`src/logic/flash_cmd_pkg.sv`:
```
package flash_cmd_pkg;

  // Opcodes.
  localparam logic [7:0] OP_RESET_ARM = 8'h66;
  localparam logic [7:0] OP_RESET_EXEC = 8'h99;
  localparam logic [7:0] OP_UID_READ = 8'h4B;
  localparam logic [7:0] OP_TABLE_READ = 8'h5A;
  localparam logic [7:0] OP_NO_OPERATION = 8'h00;

  // Frame layout, in bytes and bits of the serial link.
  localparam int UID_DUMMY_BYTES = 4;
  localparam int UID_BITS = 128;
  localparam int TABLE_ADDR_BYTES = 3;
  localparam int TABLE_DUMMY_BYTES = 1;
  localparam int OPCODE_BITS = 8;

  // Header area contents.
  localparam logic [7:0] SIG_BYTE0 = 8'h53;
  localparam logic [7:0] SIG_BYTE1 = 8'h46;
  localparam logic [7:0] SIG_BYTE2 = 8'h44;
  localparam logic [7:0] SIG_BYTE3 = 8'h50;
  localparam logic [7:0] REV_MINOR = 8'h00;
  localparam logic [7:0] REV_MAJOR = 8'h01;
  localparam logic [7:0] HEADER_COUNT = 8'h01;
  localparam logic [7:0] UNUSED_BYTE = 8'hFF;
  localparam logic [7:0] HDR0_ID = 8'h00;
  localparam logic [7:0] HDR0_LENGTH = 8'h09;
  localparam logic [23:0] HDR0_POINTER = 24'h000030;
  localparam logic [7:0] HDR1_LENGTH = 8'h03;
  localparam logic [23:0] HDR1_POINTER = 24'h000060;
  localparam logic [7:0] TABLE_REV_MINOR = 8'h00;
  localparam logic [7:0] TABLE_REV_MAJOR = 8'h01;

  // Reset values.
  // Pin idle levels, ordered as the link struct: deselected, clock low, data low.
  localparam logic [2:0] SYNC_RESET = 3'h4;
  localparam logic [8:0] COUNT_RESET = 9'h000;
  localparam logic [7:0] BYTE_RESET = 8'h00;

  typedef struct packed {
    logic selN;
    logic clk;
    logic din;
  } link_in_s;

  typedef struct packed {
    logic resetPulse;
    logic abortOp;
  } reset_evt_s;

endpackage : flash_cmd_pkg

```
`src/logic/pin_sync.sv`:
```
`timescale 1ns/1ps
module pin_sync #(
  parameter int WIDTH = 3,
  parameter logic [WIDTH-1:0] RESET_VAL = '1
) (
  // Clock and reset.
  input wire logic sys_clk,
  input wire logic resetn,
  // Pins.
  input wire logic [WIDTH-1:0] pinIn,
  output logic [WIDTH-1:0] pinOut
);
  logic [WIDTH-1:0] stage1_r;
  logic [WIDTH-1:0] stage2_r;

  // Each bit resets to its pin's idle level, so no false edge follows reset.
  always_ff @(posedge sys_clk or negedge resetn) begin
    if (!resetn) begin
      stage1_r <= RESET_VAL;
      stage2_r <= RESET_VAL;
    end else begin
      stage1_r <= pinIn;
      stage2_r <= stage1_r;
    end
  end

  assign pinOut = stage2_r;
endmodule : pin_sync

```
`src/logic/header_rom.sv`:
```
`timescale 1ns/1ps
module header_rom #(
  parameter logic [7:0] MAKER_ID = 8'hA5
) (
  // Lookup.
  input wire logic [7:0] addr,
  output logic [7:0] data
);
  // Bytes past the header area read as unused.
  always_comb begin
    case (addr)
      8'h00: data = flash_cmd_pkg::SIG_BYTE0;
      8'h01: data = flash_cmd_pkg::SIG_BYTE1;
      8'h02: data = flash_cmd_pkg::SIG_BYTE2;
      8'h03: data = flash_cmd_pkg::SIG_BYTE3;
      8'h04: data = flash_cmd_pkg::REV_MINOR;
      8'h05: data = flash_cmd_pkg::REV_MAJOR;
      8'h06: data = flash_cmd_pkg::HEADER_COUNT;
      8'h08: data = flash_cmd_pkg::HDR0_ID;
      8'h09: data = flash_cmd_pkg::TABLE_REV_MINOR;
      8'h0A: data = flash_cmd_pkg::TABLE_REV_MAJOR;
      8'h0B: data = flash_cmd_pkg::HDR0_LENGTH;
      8'h0C: data = flash_cmd_pkg::HDR0_POINTER[7:0];
      8'h0D: data = flash_cmd_pkg::HDR0_POINTER[15:8];
      8'h0E: data = flash_cmd_pkg::HDR0_POINTER[23:16];
      8'h10: data = MAKER_ID;
      8'h11: data = flash_cmd_pkg::TABLE_REV_MINOR;
      8'h12: data = flash_cmd_pkg::TABLE_REV_MAJOR;
      8'h13: data = flash_cmd_pkg::HDR1_LENGTH;
      8'h14: data = flash_cmd_pkg::HDR1_POINTER[7:0];
      8'h15: data = flash_cmd_pkg::HDR1_POINTER[15:8];
      8'h16: data = flash_cmd_pkg::HDR1_POINTER[23:16];
      default: data = flash_cmd_pkg::UNUSED_BYTE;
    endcase
  end
endmodule : header_rom

```
`src/logic/flash_cmd_core.sv`:
```
`timescale 1ns/1ps
module flash_cmd_core #(
  parameter logic [127:0] UNIQUE_ID = 128'h0123456789ABCDEF_FEDCBA9876543210,
  // Arbitrary neutral maker code.
  parameter logic [7:0] MAKER_ID = 8'hA5
) (
  // Clock and reset.
  input wire logic sys_clk,
  input wire logic resetn,
  // Serial link pins.
  input wire logic csN,
  input wire logic sclk,
  input wire logic dataIn,
  input wire logic [2:0] upperDataIn,
  output logic dataOut,
  output logic dataOutEn,
  // Device status.
  input wire logic opBusy,
  output logic resetArmed,
  output logic softReset,
  output logic opAbort,
  output logic standby
);
  typedef enum logic [4:0] {
    ST_IDLE = 5'b00001,
    ST_OPCODE = 5'b00010,
    ST_HEADER = 5'b00100,
    ST_OUTPUT = 5'b01000,
    ST_SKIP = 5'b10000
  } state_e;

  flash_cmd_pkg::link_in_s link;
  logic [2:0] synced;
  state_e state_r, state_nxt;
  logic [8:0] bitCnt_r, bitCnt_nxt;
  logic [7:0] shift_r, shift_nxt;
  logic [7:0] opcode_r, opcode_nxt;
  logic [7:0] addr_r, addr_nxt;
  logic [7:0] outByte_r, outByte_nxt;
  logic [6:0] uidIdx_r, uidIdx_nxt;
  logic armed_r, armed_nxt;
  logic sclkPrev_r;
  logic dOut_r, dOut_nxt;
  logic dOutEn_r, dOutEn_nxt;
  flash_cmd_pkg::reset_evt_s evt_r, evt_nxt;
  logic [7:0] romData;
  logic rise;
  logic fall;
  logic frameEnd;
  logic [7:0] rxByte;
  logic wholeByte;
  logic standby_r, standby_nxt;

  pin_sync #(
    .WIDTH(3),
    .RESET_VAL(flash_cmd_pkg::SYNC_RESET)
  ) u_sync (
    .sys_clk(sys_clk),
    .resetn(resetn),
    .pinIn({csN, sclk, dataIn}),
    .pinOut(synced)
  );

  header_rom #(
    .MAKER_ID(MAKER_ID)
  ) u_rom (
    .addr(addr_r),
    .data(romData)
  );

  assign link = synced;
  assign rise = link.clk && !sclkPrev_r;
  assign fall = !link.clk && sclkPrev_r;
  assign frameEnd = link.selN && (state_r != ST_IDLE);
  assign rxByte = {shift_r[6:0], link.din};

  function automatic logic [8:0] header_bits(input logic [7:0] op);
    case (op)
      flash_cmd_pkg::OP_UID_READ: header_bits = 9'(flash_cmd_pkg::UID_DUMMY_BYTES * 8);
      flash_cmd_pkg::OP_TABLE_READ:
        header_bits = 9'((flash_cmd_pkg::TABLE_ADDR_BYTES + flash_cmd_pkg::TABLE_DUMMY_BYTES) * 8);
      default: header_bits = 9'h000;
    endcase
  endfunction : header_bits

  always_comb begin
    state_nxt = state_r;
    bitCnt_nxt = bitCnt_r;
    shift_nxt = shift_r;
    opcode_nxt = opcode_r;
    addr_nxt = addr_r;
    outByte_nxt = outByte_r;
    uidIdx_nxt = uidIdx_r;
    dOut_nxt = dOut_r;
    dOutEn_nxt = dOutEn_r;
    case (state_r)
      ST_IDLE: begin
        if (!link.selN) begin
          state_nxt = ST_OPCODE;
          bitCnt_nxt = flash_cmd_pkg::COUNT_RESET;
        end
      end
      ST_OPCODE: begin
        if (rise) begin
          shift_nxt = rxByte;
          bitCnt_nxt = bitCnt_r + 9'h001;
          if (bitCnt_r == 9'(flash_cmd_pkg::OPCODE_BITS - 1)) begin
            opcode_nxt = rxByte;
            bitCnt_nxt = flash_cmd_pkg::COUNT_RESET;
            if (rxByte == flash_cmd_pkg::OP_UID_READ || rxByte == flash_cmd_pkg::OP_TABLE_READ) begin
              state_nxt = ST_HEADER;
            end else begin
              state_nxt = ST_SKIP;
            end
          end
        end
      end
      ST_HEADER: begin
        if (rise) begin
          shift_nxt = rxByte;
          bitCnt_nxt = bitCnt_r + 9'h001;
          // Only the low address byte matters; the header area is 24 bytes.
          if (bitCnt_r == 9'h017) begin
            addr_nxt = rxByte;
          end
          if (bitCnt_r == header_bits(opcode_r) - 9'h001) begin
            state_nxt = ST_OUTPUT;
            bitCnt_nxt = flash_cmd_pkg::COUNT_RESET;
            uidIdx_nxt = 7'h7F;
            outByte_nxt = romData;
          end
        end
      end
      ST_OUTPUT: begin
        if (fall) begin
          dOutEn_nxt = 1'b1;
          bitCnt_nxt = bitCnt_r + 9'h001;
          if (opcode_r == flash_cmd_pkg::OP_UID_READ) begin
            dOut_nxt = UNIQUE_ID[uidIdx_r];
            uidIdx_nxt = uidIdx_r - 7'h01;
            if (bitCnt_r == 9'(flash_cmd_pkg::UID_BITS - 1)) begin
              state_nxt = ST_SKIP;
            end
          end else begin
            dOut_nxt = outByte_r[3'(7 - bitCnt_r[2:0])];
            if (bitCnt_r[2:0] == 3'h7) begin
              addr_nxt = addr_r + 8'h01;
            end
            // Reloading on every byte boundary keeps long reads right after the count wraps.
            if (bitCnt_r[2:0] == 3'h0) begin
              outByte_nxt = romData;
              dOut_nxt = romData[7];
            end
          end
        end
      end
      ST_SKIP: begin
        if (rise) begin
          bitCnt_nxt = bitCnt_r + 9'h001;
        end
      end
      default: state_nxt = ST_IDLE;
    endcase
    if (frameEnd) begin
      state_nxt = ST_IDLE;
      dOutEn_nxt = 1'b0;
      dOut_nxt = 1'b0;
    end
  end

  // An opcode counts only when eight clocks, plus any multiple of 512 as the 9-bit count wraps, came before the deselect.
  assign wholeByte = (state_r == ST_SKIP) && (bitCnt_r == flash_cmd_pkg::COUNT_RESET);

  always_comb begin
    armed_nxt = armed_r;
    evt_nxt = '0;
    standby_nxt = (state_nxt == ST_IDLE);
    if (frameEnd) begin
      if (wholeByte) begin
        if (opcode_r == flash_cmd_pkg::OP_RESET_ARM) begin
          armed_nxt = 1'b1;
        end else if (opcode_r == flash_cmd_pkg::OP_RESET_EXEC && armed_r) begin
          evt_nxt.resetPulse = 1'b1;
          evt_nxt.abortOp = opBusy;
          armed_nxt = 1'b0;
        end else begin
          armed_nxt = 1'b0;
        end
      end else begin
        armed_nxt = 1'b0;
      end
    end
  end

  always_ff @(posedge sys_clk or negedge resetn) begin
    if (!resetn) begin
      state_r <= ST_IDLE;
      bitCnt_r <= flash_cmd_pkg::COUNT_RESET;
      shift_r <= flash_cmd_pkg::BYTE_RESET;
      opcode_r <= flash_cmd_pkg::BYTE_RESET;
      addr_r <= flash_cmd_pkg::BYTE_RESET;
      outByte_r <= flash_cmd_pkg::BYTE_RESET;
      uidIdx_r <= 7'h7F;
      sclkPrev_r <= flash_cmd_pkg::SYNC_RESET[1];
      dOut_r <= 1'b0;
      dOutEn_r <= 1'b0;
    end else begin
      state_r <= state_nxt;
      bitCnt_r <= bitCnt_nxt;
      shift_r <= shift_nxt;
      opcode_r <= opcode_nxt;
      addr_r <= addr_nxt;
      outByte_r <= outByte_nxt;
      uidIdx_r <= uidIdx_nxt;
      sclkPrev_r <= link.clk;
      dOut_r <= dOut_nxt;
      dOutEn_r <= dOutEn_nxt;
    end
  end

  always_ff @(posedge sys_clk or negedge resetn) begin
    if (!resetn) begin
      armed_r <= 1'b0;
      evt_r <= '0;
      standby_r <= 1'b1;
    end else begin
      armed_r <= armed_nxt;
      evt_r <= evt_nxt;
      standby_r <= standby_nxt;
    end
  end

  assign softReset = evt_r.resetPulse;
  assign opAbort = evt_r.abortOp;
  assign resetArmed = armed_r;
  assign dataOut = dOut_r;
  assign dataOutEn = dOutEn_r;
  // Standby is high whenever no frame is in progress.
  assign standby = standby_r;
endmodule : flash_cmd_core

```
`config.mk`:
```
export PLATFORM = sky130hd
export DESIGN_NAME = flash_cmd_core
export DESIGN_NICKNAME = d
export VERILOG_FILES = /design/src/logic/flash_cmd_pkg.sv /design/src/logic/pin_sync.sv /design/src/logic/header_rom.sv /design/src/logic/flash_cmd_core.sv
export SDC_FILE = /design/constraint.sdc
export NUM_CORES = 1
export LEC_CHECK = 0
export BUFFER_PORTS_ARGS = -buffer_cell sky130_fd_sc_hd__buf_2
export CORE_MARGIN = 2
export CORE_UTILIZATION = 30
export CTS_BUF_LIST = sky130_fd_sc_hd__clkbuf_2 sky130_fd_sc_hd__clkbuf_4 sky130_fd_sc_hd__clkbuf_8
export CTS_CLUSTER_SIZE = 14
export DETAILED_ROUTE_END_ITERATION = 8
export GPL_TIMING_DRIVEN = 0
export PLACE_DENSITY = 0.43
export SLEW_MARGIN = 10
export SYNTH_ARGS = -nofsm -noshare
export SYNTH_HDL_FRONTEND = slang
export SYNTH_SLANG_ARGS = --single-unit
```
`constraint.sdc`:
```
create_clock -name sys_clk -period 2.56 [get_ports sys_clk]
set_input_delay 0.128 -clock sys_clk [delete_from_list [all_inputs] [get_ports sys_clk]]
set_output_delay 0.128 -clock sys_clk [all_outputs]
set_load 0.1 [all_outputs]
```
==> flow_metrics.env, run 1 <==
export IMPL_p_sw_share_pct=26.04
export IMPL_ys_ff_latch=65
export IMPL_clkPwrFrac_pct=43.1
export IMPL_nets=472
export IMPL_crit_path_start_kind="flip-flop"
export IMPL_internal_power_w=0.001712
export IMPL_cp_slowest_cell="or3b_2"
export IMPL_synth_edf_count=0
export IMPL_ys_top_cells_by_area="dfrtp_1, dfstp_2, nand2_1, mux2_2, ha_1"
export IMPL_crit_type="reg2reg"
export IMPL_slowest_delay_ps=470
export IMPL_syn_cell_area_mm2=0.004131
export IMPL_htree_levels=3
export IMPL_boundaryPins=15
export IMPL_grt_pass1_vias=3279
export IMPL_initial_core_util_pct=30.95
export IMPL_synth_main_ff_cell="dfrtp_1"
export IMPL_dpl_hpwl_um=7369
export IMPL_worstSkewPairLatency_ps=350
export IMPL_die_area_mm2=0.01473
export IMPL_r2r_setup_slack_ps=190
export IMPL_coreArea_mm2=0.01335
export IMPL_power_frac_seq_pct=47.4
export IMPL_seq_area_frac_synth_pct=39.70
export IMPL_reg2reg_to="dataOut"
export IMPL_drtIter0Drc=176
export IMPL_cp_cell_sequence="ha_1 > nand2_1 > or3b_2 > a21boi_0 > a21oi_1 > nor4_1 > o32ai_1"
export IMPL_relSlewSlack_pct=42.04
export IMPL_drt_pass1_iterations=4
export IMPL_synth_common_cells="dfrtp_1, nand2_1, nor2_1"
export IMPL_grt_pass1_wl_um=16850
export IMPL_fin_util_pct=35.40
export IMPL_grt_max_degree=50
export IMPL_switching_power_w=0.0006028
export IMPL_rr_worst_depth=7
export IMPL_placed_cells=609
export IMPL_ant_nets=0
export IMPL_fin_crit_ps=2369
export IMPL_drc=0
export IMPL_cap_violations=0
export IMPL_yosys_area_top_type_share_pct=32.71
export IMPL_worst_pin_slew_ps=857.3
export IMPL_path_delay_family="simple AND/OR/NAND/NOR gates"
export IMPL_stdcell_count=630
export IMPL_drt_total_wl_um=9997
export IMPL_critPathArrivalTime_ps=2590
export IMPL_cts_setup_buffers=0
export IMPL_layout_setup_ws_ps=190.8
export IMPL_grt_usage_pct=14.51
export IMPL_rsz0062_at_grt="false"
export IMPL_combPwrFrac_pct=9.5
export IMPL_mappedNetlistNets=444
export IMPL_path_clk_slew_ps=80
export IMPL_crit_required_ps=2780
export IMPL_ys_warn_count=0
export IMPL_avgSynthCellArea_um2=9.813
export IMPL_finalCritPeriodShare_pct=92.55
export IMPL_netlist_cell_type_count=83
export IMPL_netlist_instances=421
export IMPL_drv_slew=0
export IMPL_setup_viol=0
export IMPL_cp_max_fo=7
export IMPL_wl_per_cell_um=15.87
export IMPL_hold_violations=0
export IMPL_portBuffers=11
export IMPL_yosysTopAreaCell="dfrtp_1"
export IMPL_dp_slack_ps=-11.95
export IMPL_finalWeightedCongestion=0.8371
export IMPL_vias=3235
export IMPL_antenna_found_initial=0
export IMPL_cts_root_buf="clkbuf_8"
export IMPL_cts_buffers=9
export IMPL_drive_gt1_share_pct=25.33
export IMPL_irDropWorstVdd_mv=0.2898
export IMPL_rows=42
export IMPL_hp_class="in2async"
export IMPL_grt_ovfl_total=0
export IMPL_cp_end_kind="flip-flop"
export IMPL_power_density_mw_per_mm2=489.8
export IMPL_dieHeight_um=121.4
export IMPL_path_buf_inv=0
export IMPL_timing_rr_start="addr_r[0]"
export IMPL_area_growth_pct=14.39
export IMPL_antenna_cells=0
export IMPL_cts_tree="yes"
export IMPL_synth_most_common_cell="dfrtp_1"
export IMPL_via_per_inst=5.135
export IMPL_skew_ps=11.81
export IMPL_cts_buffer_depth=2
export IMPL_die_x_um=121.4
export IMPL_async_flop_share_pct=100.0
export IMPL_cellLeakagePower_nw=1.954
export IMPL_clock_sinks=65
export IMPL_status="completed"
export IMPL_achievable_frequency_ghz=0.4221
-- flip-flops by register name (all words and copies together), names as in the netlist, 5 cells and up --
signal,flops
shift_r,7
opcode_r,8
outByte_r,8
bitCnt_r,9
state_r,5
addr_r,8
uidIdx_r,7
-- power by group through the flow --
stage | registers, W | clock network (W) | logic (W)
2_1_floorplan | 0.00112 | 0 | 0.000136
3_3_place_gp | 0.00112 | 0 | 0.000213
3_5_place_dp | 0.00112 | 0 | 0.000219
4_1_cts | 0.00110 | 0.00104 | 0.000226
5_1_grt | 0.00110 | 0.00108 | 0.000247
6_report | 0.00110 | 0.000999 | 0.000220
-- stage by stage --
stage	power [W]	hold WS, ps	instance area, um^2	TNS, ps
after floorplan	0.001254	-167.6	4131	0
after detailed placement	0.001334	26.73	4437	-11.95
after global placement	0.001328	235.3	4407	-98.38
after global routing	0.002428	198.1	4726	0
after CTS	0.002359	185.9	4715	0
final	0.002315	188.3	4726	0
-- metal layers --
metal	wire length, um	track usage [%]
met1	5054	19.82
met2	4630	23.35
met3	234	3.102
met4	78	3.736
met5	0	0
-- worst max-delay path by stage --
stage                     start          end  slack (ps)  depth (start not counted)
floorplan           bitCnt_r[0]  uidIdx_r[6]         390                          7
global placement    uidIdx_r[2]      dataOut        -100                          7
detailed placement  uidIdx_r[2]      dataOut         -10                          7
CTS                 bitCnt_r[0]  uidIdx_r[6]          40                          7
global route          addr_r[0]      dataOut          10                          7
finish                addr_r[0]      dataOut         190                          7
-- placed cells by master, fill, tap and decap left out, types with 6 or more instances in the layout --
cell,synthesis,routed
dfrtp_1,54,52
nor2_1,27,27
nor2b_1,10,10
ha_1,14,13
dfstp_2,11,11
a31oi_1,10,10
mux2i_1,6,6
buf_2,3,13
mux2_2,16,16
o21ai_0,26,26
nand2_1,50,50
nor3_1,12,12
inv_1,12,12
nand3_1,14,14
clkbuf_8,2,11
nand2b_1,7,7
a21oi_1,21,21
-- cells by family (layout without fill, tap and decap cells) --
group | Yosys count | count (layout) | share of synthesized area [%]
mux | 30 | 30 | 9.721
xor+xnor | 4 | 4 | 0.8481
flops | 65 | 65 | 39.70
fa+ha+maj | 14 | 14 | 4.240
simple gates | 171 | 171 | 22.96
compound gates | 107 | 107 | 18.50
buf+inv | 30 | 63 | 4.028
-- layout make-up --
cell class                 instances  area (um^2)
inverter                          12        45.04
clock inverter                     7        102.6
fill                            1396         8622
timing repair buffer              17        135.1
sequential                        65         1643
multi-input combinational        326         2333
tap                              176        220.2
clock buffer                       9        123.9
buffer                            18        122.6
-- repair_timing --
action / CTS / global route
hold buffers: 5 / 0
hold endpoints to repair: 64 / 0
pin swaps: 0 / 0
endpoints found under the setup margin: 1 / 7
resized for setup: 1 / 4
gates cloned: 0 / 0
(Power assumes the default switching activity.)
==> run 2: changes to the inputs <==
Settings changed: CORE_ASPECT_RATIO set to 0.8, PLACE_DENSITY 0.43 to 0.44.
Clock period 2.56 ns to 1.91 ns, I/O delays scaled along.
==> run 2 against run 1 <==
Effect of this change: the flow now finishes with violations (setup timing); via count rose by 11%; non-clock buffer count rose by 58; register-to-register slack got worse by 480 ps; total power rose by 31%; routed wire length rose by 15%; critical endpoint is now uidIdx_r[6].
==> flow_metrics.env, run 2 (same netlist as run 1, synthesis figures left out) <==
export IMPL_portBuffers=11
export IMPL_wl_per_cell_um=16.64
export IMPL_power_density_mw_per_mm2=531.2
export IMPL_grt_pass1_wl_um=18350
export IMPL_hp_class="in2async"
export IMPL_grt_ovfl_total=0
export IMPL_top_usage_layer="met2"
export IMPL_boundaryPins=15
export IMPL_cts_tree="yes"
export IMPL_status="finished with violations"
export IMPL_grtUsageMet3_pct=3.719
export IMPL_crit_path_start_kind="flip-flop"
export IMPL_crit_type="reg2reg"
export IMPL_cp_end_kind="flip-flop"
export IMPL_grt_util_met1_pct=23.57
export IMPL_ant_nets=0
export IMPL_critPathArrivalTime_ps=2480
export IMPL_cp_max_fo=4
export IMPL_drv_slew=0
export IMPL_die_area_mm2=0.01473
export IMPL_antenna_cells=0
export IMPL_stdcell_count=693
export IMPL_drtIter0Drc=153
export IMPL_worstSkewPairLatency_ps=360
export IMPL_path_clk_slew_ps=80
export IMPL_drive_gt1_share_pct=48.54
export IMPL_whs_ps=168.1
export IMPL_grt_usage_pct=16.07
export IMPL_area_growth_pct=38.64
export IMPL_total_power_w=0.003042
export IMPL_via_per_inst=5.193
export IMPL_achievable_frequency_ghz=0.4552
export IMPL_setup_viol=43
export IMPL_cts_root_buf="clkbuf_8"
export IMPL_fin_area_mm2=0.005728
export IMPL_drt_pass1_iterations=4
export IMPL_cap_violations=0
export IMPL_crit_required_ps=2190
export IMPL_grt_max_degree=45
export IMPL_irDropWorstVdd_mv=0.2408
export IMPL_drc=0
export IMPL_htree_levels=3
export IMPL_finalCritPeriodShare_pct=115.0
export IMPL_drt_total_wl_um=11530
export IMPL_cellLeakagePower_nw=2.416
export IMPL_die_x_um=135.2
export IMPL_coreArea_mm2=0.01350
export IMPL_cts_buffers=9
export IMPL_clock_sinks=65
export IMPL_dpl_hpwl_um=7438
export IMPL_grt_pass1_vias=3444
export IMPL_rows=38
export IMPL_rsz0062_at_grt="true"
export IMPL_layout_setup_ws_ps=-286.8
export IMPL_met2_usage_pct=23.79
export IMPL_skew_ps=16.73
export IMPL_initial_core_util_pct=30.60
export IMPL_final_common_cell="buf_4"
export IMPL_worst_pin_slew_ps=589.5
export IMPL_cts_buffer_depth=2
export IMPL_registers_top_by_ff_count="bitCnt_r"
export IMPL_vias=3599
export IMPL_placed_cells=613
export IMPL_finalWeightedCongestion=0.7496
export IMPL_nets=531
export IMPL_largest_reg_flops=9
export IMPL_relSlewSlack_pct=60.14
export IMPL_final_cell_mix="buf_4, dfrtp_1, nand2_1"
export IMPL_fin_crit_ps=2197
export IMPL_antenna_found_initial=0
export IMPL_violations="setup timing"
export IMPL_dieHeight_um=109.0
export IMPL_postPlaceCellArea_mm2=0.004531
export IMPL_hold_violations=0
[run 2: metal layers]
layer  routed length [um]  up-vias
li1                     -     1730
met1                 5850     1778
met2                 5069       81
met3                  480       10
met4                  128        0
met5                    0        -
[run 2: per-stage QoR]
step | utilization, % | setup TNS (ps) | worst slack (ps)
final | 42.42 | -8974 | -286.8
after global routing | 42.42 | -11240 | -337.3
after CTS | 39.99 | -8184 | -263.9
after detailed placement | 33.55 | -14460 | -530.6
after global placement | 33.33 | -14690 | -523.0
after floorplan | - | -2735 | -164.2
[run 2: layout make-up]
cell class | instances | area (um^2)
multi-input cells | 327 | 2791
fillers | 1312 | 7775
clock buffers | 9 | 123.9
flip-flops and latches | 65 | 1653
repair buffers | 78 | 691.9
well taps | 180 | 225.2
inverters | 12 | 52.55
plain buffers | 15 | 120.1
clock inverters | 7 | 70.07
[run 2: path summary, 6_finish.rpt]
kind	depth (start not counted)	slack (ps)	from	to
max in group asynchronous	3	1150	resetn	state_r[0]
min	2	170	resetn	addr_r[2]
min in group sys_clk	0	350	u_sync.stage1_r[0]	u_sync.pinOut[0]
max	7	-290	opcode_r[5]	uidIdx_r[6]
max reg2reg	7	-290	opcode_r[5]	uidIdx_r[6]
min reg2reg	0	350	u_sync.stage1_r[0]	u_sync.pinOut[0]
[run 2: critical path, cell delays in order (launching register included)]
cell and delay [ps]:
dfrtp_1 400, nor3b_2 240, nand4_1 310, mux2i_4 380, buf_6 160, o22ai_4 90, nor4_2 180, mux2_1 350
[run 2: power breakdown]
group	switching (W)	total (W)	internal (W)	leakage, nW
Sequential	0.0000476	0.00147	0.00142	0.837
Clock	0.000584	0.00119	0.000602	0.0994
Combinational	0.000214	0.000389	0.000175	1.48
Total	0.000845	0.00304	0.00220	2.42
[run 2: what timing repair did]
action | 4_1_cts | 5_1_grt
endpoints found under the hold margin | 61 | 0
resized for setup | 69 | 53
gates cloned | 2 | 1
buffers inserted | 42 | 17
endpoints found under the setup margin | 53 | 53
pin swaps | 27 | 21
hold buffers | 5 | 0
==> run 3: changes to the inputs <==
Settings changed: CTS_BUF_LIST sky130_fd_sc_hd__clkbuf_2 sky130_fd_sc_hd__clkbuf_4 sky130_fd_sc_hd__clkbuf_8 to sky130_fd_sc_hd__clkbuf_4 sky130_fd_sc_hd__clkbuf_8 sky130_fd_sc_hd__clkbuf_16.
==> run 3 against run 2 <==
Effect of this change: the flow still finishes with violations (setup timing); via count decreased by 1.8%; hold slack improved by 22 ps; global-route usage is 0.11 points lower; final area down 1.1%; first-iteration DRC count up 15%; core utilization is 0.45 points lower; clock-buffer cell count is the same; register-to-register slack better by 20 ps; total power grew 15%; setup slack better by 24 ps; clock power rose by 39%; fmax increased by 1.1%; critical endpoint is now uidIdx_r[5].
==> flow_metrics.env, run 3 (same netlist as run 1, synthesis figures left out) <==
export IMPL_status="finished with violations"
export IMPL_violations="setup timing"
export IMPL_fillers=1307
export IMPL_grt_pass1_vias=3394
export IMPL_crit_path_start_kind="flip-flop"
export IMPL_via_per_inst=5.192
export IMPL_achievable_frequency_ghz=0.4603
export IMPL_hp_class="in2async"
export IMPL_wl_per_cell_um=16.55
export IMPL_final_cell_mix="nand2_1, dfrtp_1, buf_4"
export IMPL_cts_buffer_depth=2
export IMPL_rsz0062_at_grt="true"
export IMPL_cts_tree="yes"
export IMPL_worst_pin_slew_ps=624.7
export IMPL_hold_violations=0
export IMPL_finalWeightedCongestion=0.7496
export IMPL_coreArea_mm2=0.01350
export IMPL_antenna_cells=0
export IMPL_drive_gt1_share_pct=44.31
export IMPL_final_common_cell="nand2_1"
export IMPL_area_growth_pct=37.16
export IMPL_critPathArrivalTime_ps=2450
export IMPL_dp_slack_ps=-530.6
export IMPL_worstSkewPairLatency_ps=340
export IMPL_initial_core_util_pct=30.60
export IMPL_ant_nets=0
export IMPL_cap_violations=0
export IMPL_drv_slew=0
export IMPL_largest_reg_flops=9
export IMPL_setup_viol=44
export IMPL_grt_ovfl_total=0
export IMPL_cellLeakagePower_nw=2.382
export IMPL_boundaryPins=15
export IMPL_drc=0
export IMPL_crit_required_ps=2180
export IMPL_layout_setup_ws_ps=-262.7
export IMPL_fin_util_pct=41.97
export IMPL_cts_root_buf="clkbuf_16"
export IMPL_r2r_setup_slack_ps=-260
export IMPL_grt_usage_pct=15.95
export IMPL_placed_cells=613
export IMPL_dpl_hpwl_um=7438
export IMPL_finalCritPeriodShare_pct=113.8
export IMPL_drt_pass1_iterations=4
export IMPL_power_density_mw_per_mm2=615.2
export IMPL_cp_end_kind="flip-flop"
export IMPL_dieHeight_um=109.0
export IMPL_rows=38
export IMPL_die_area_mm2=0.01473
export IMPL_fin_crit_ps=2173
export IMPL_drtIter0Drc=176
export IMPL_path_clk_slew_ps=60
export IMPL_htree_levels=3
export IMPL_crit_start="opcode_r[2]"
export IMPL_grt_pass1_wl_um=18170
export IMPL_reg2reg_to="uidIdx_r[5]"
export IMPL_grt_max_degree=45
export IMPL_registers_top_by_ff_count="bitCnt_r"
export IMPL_cts_buffers=9
export IMPL_cp_max_fo=4
export IMPL_portBuffers=11
export IMPL_crit_end="uidIdx_r[5]"
export IMPL_nets=519
export IMPL_irDropWorstVdd_mv=0.3871
export IMPL_drt_total_wl_um=11270
export IMPL_timing_rr_start="opcode_r[2]"
export IMPL_die_x_um=135.2
export IMPL_relSlewSlack_pct=58.12
export IMPL_vias=3536
export IMPL_rr_worst_depth=8
export IMPL_crit_type="reg2reg"
export IMPL_skew_ps=10.44
export IMPL_clock_sinks=65
export IMPL_stdcell_count=681
export IMPL_antenna_found_initial=0
run 3: power by group:
part / total [W] / switching (W) / internal, W
registers: 0.00147 / 0.0000471 / 0.00142
logic: 0.000365 / 0.000206 / 0.000159
clock network: 0.00165 / 0.000642 / 0.00101
run 3: metal layers:
layer / vias to the layer above / GRT usage [%] / part of all wire [%] / wire, um
met3: 11 / 3.766 / 3.8 / 428
li1: 1712 / - / - / -
met5: - / 0 / 0 / 0
met1: 1744 / 23.35 / 52 / 5832
met2: 69 / 22.95 / 44 / 4909
met4: 0 / 5.432 / 0.91 / 103
run 3: area by class of cell:
class                      instances  area, um^2  share of cell area [%]
sequential                        65        1653                   29.17
inverter                          12       47.55                  0.8390
clock inverter                     7       70.07                   1.236
tap                              180       225.2                   3.974
timing repair buffer              66       594.3                   10.49
multi-input combinational        327        2744                   48.42
clock buffer                       9       225.2                   3.974
buffer                            15       107.6                   1.899
run 3: stage by stage:
stage / hold slack (ps) / instance area, um^2 / setup TNS, ps / power [W]
after global routing: 235.1 / 5667 / -12400 / 0.003634
after detailed placement: 18.21 / 4531 / -14460 / 0.001799
final: 190.5 / 5667 / -8873 / 0.003486
after CTS: 193.4 / 5423 / -7948 / 0.003509
after global placement: 204.8 / 4501 / -14690 / 0.001786
after floorplan: -200.1 / 4220 / -2735 / 0.001688
run 3: how the worst min path moves through the flow:
stage	end	slack, ps	cells past startpoint
finish	addr_r[2]	190	2
global route	shift_r[0]	240	2
CTS	addr_r[2]	190	2
detailed placement	addr_r[2]	20	1
global placement	u_sync.stage1_r[0]	200	1
floorplan	addr_r[0]	-200	0
run 3: critical path, cell delays in order (launching register included):
cell and delay [ps]:
dfrtp_1 400, nor3b_2 250, nand4_1 300, mux2i_4 360, buf_6 150, o22ai_4 110, buf_6 160, or3_1 290
nand3_1 80
run 3: repair_timing:
| action | CTS | global route |
|---|---|---|
| hold buffers | 5 | 0 |
| gates cloned | 2 | 1 |
| hold endpoints to repair | 52 | 0 |
| pin swaps | 24 | 17 |
| buffers inserted | 40 | 9 |
| resized for setup | 56 | 38 |
| endpoints found under the setup margin | 53 | 53 |
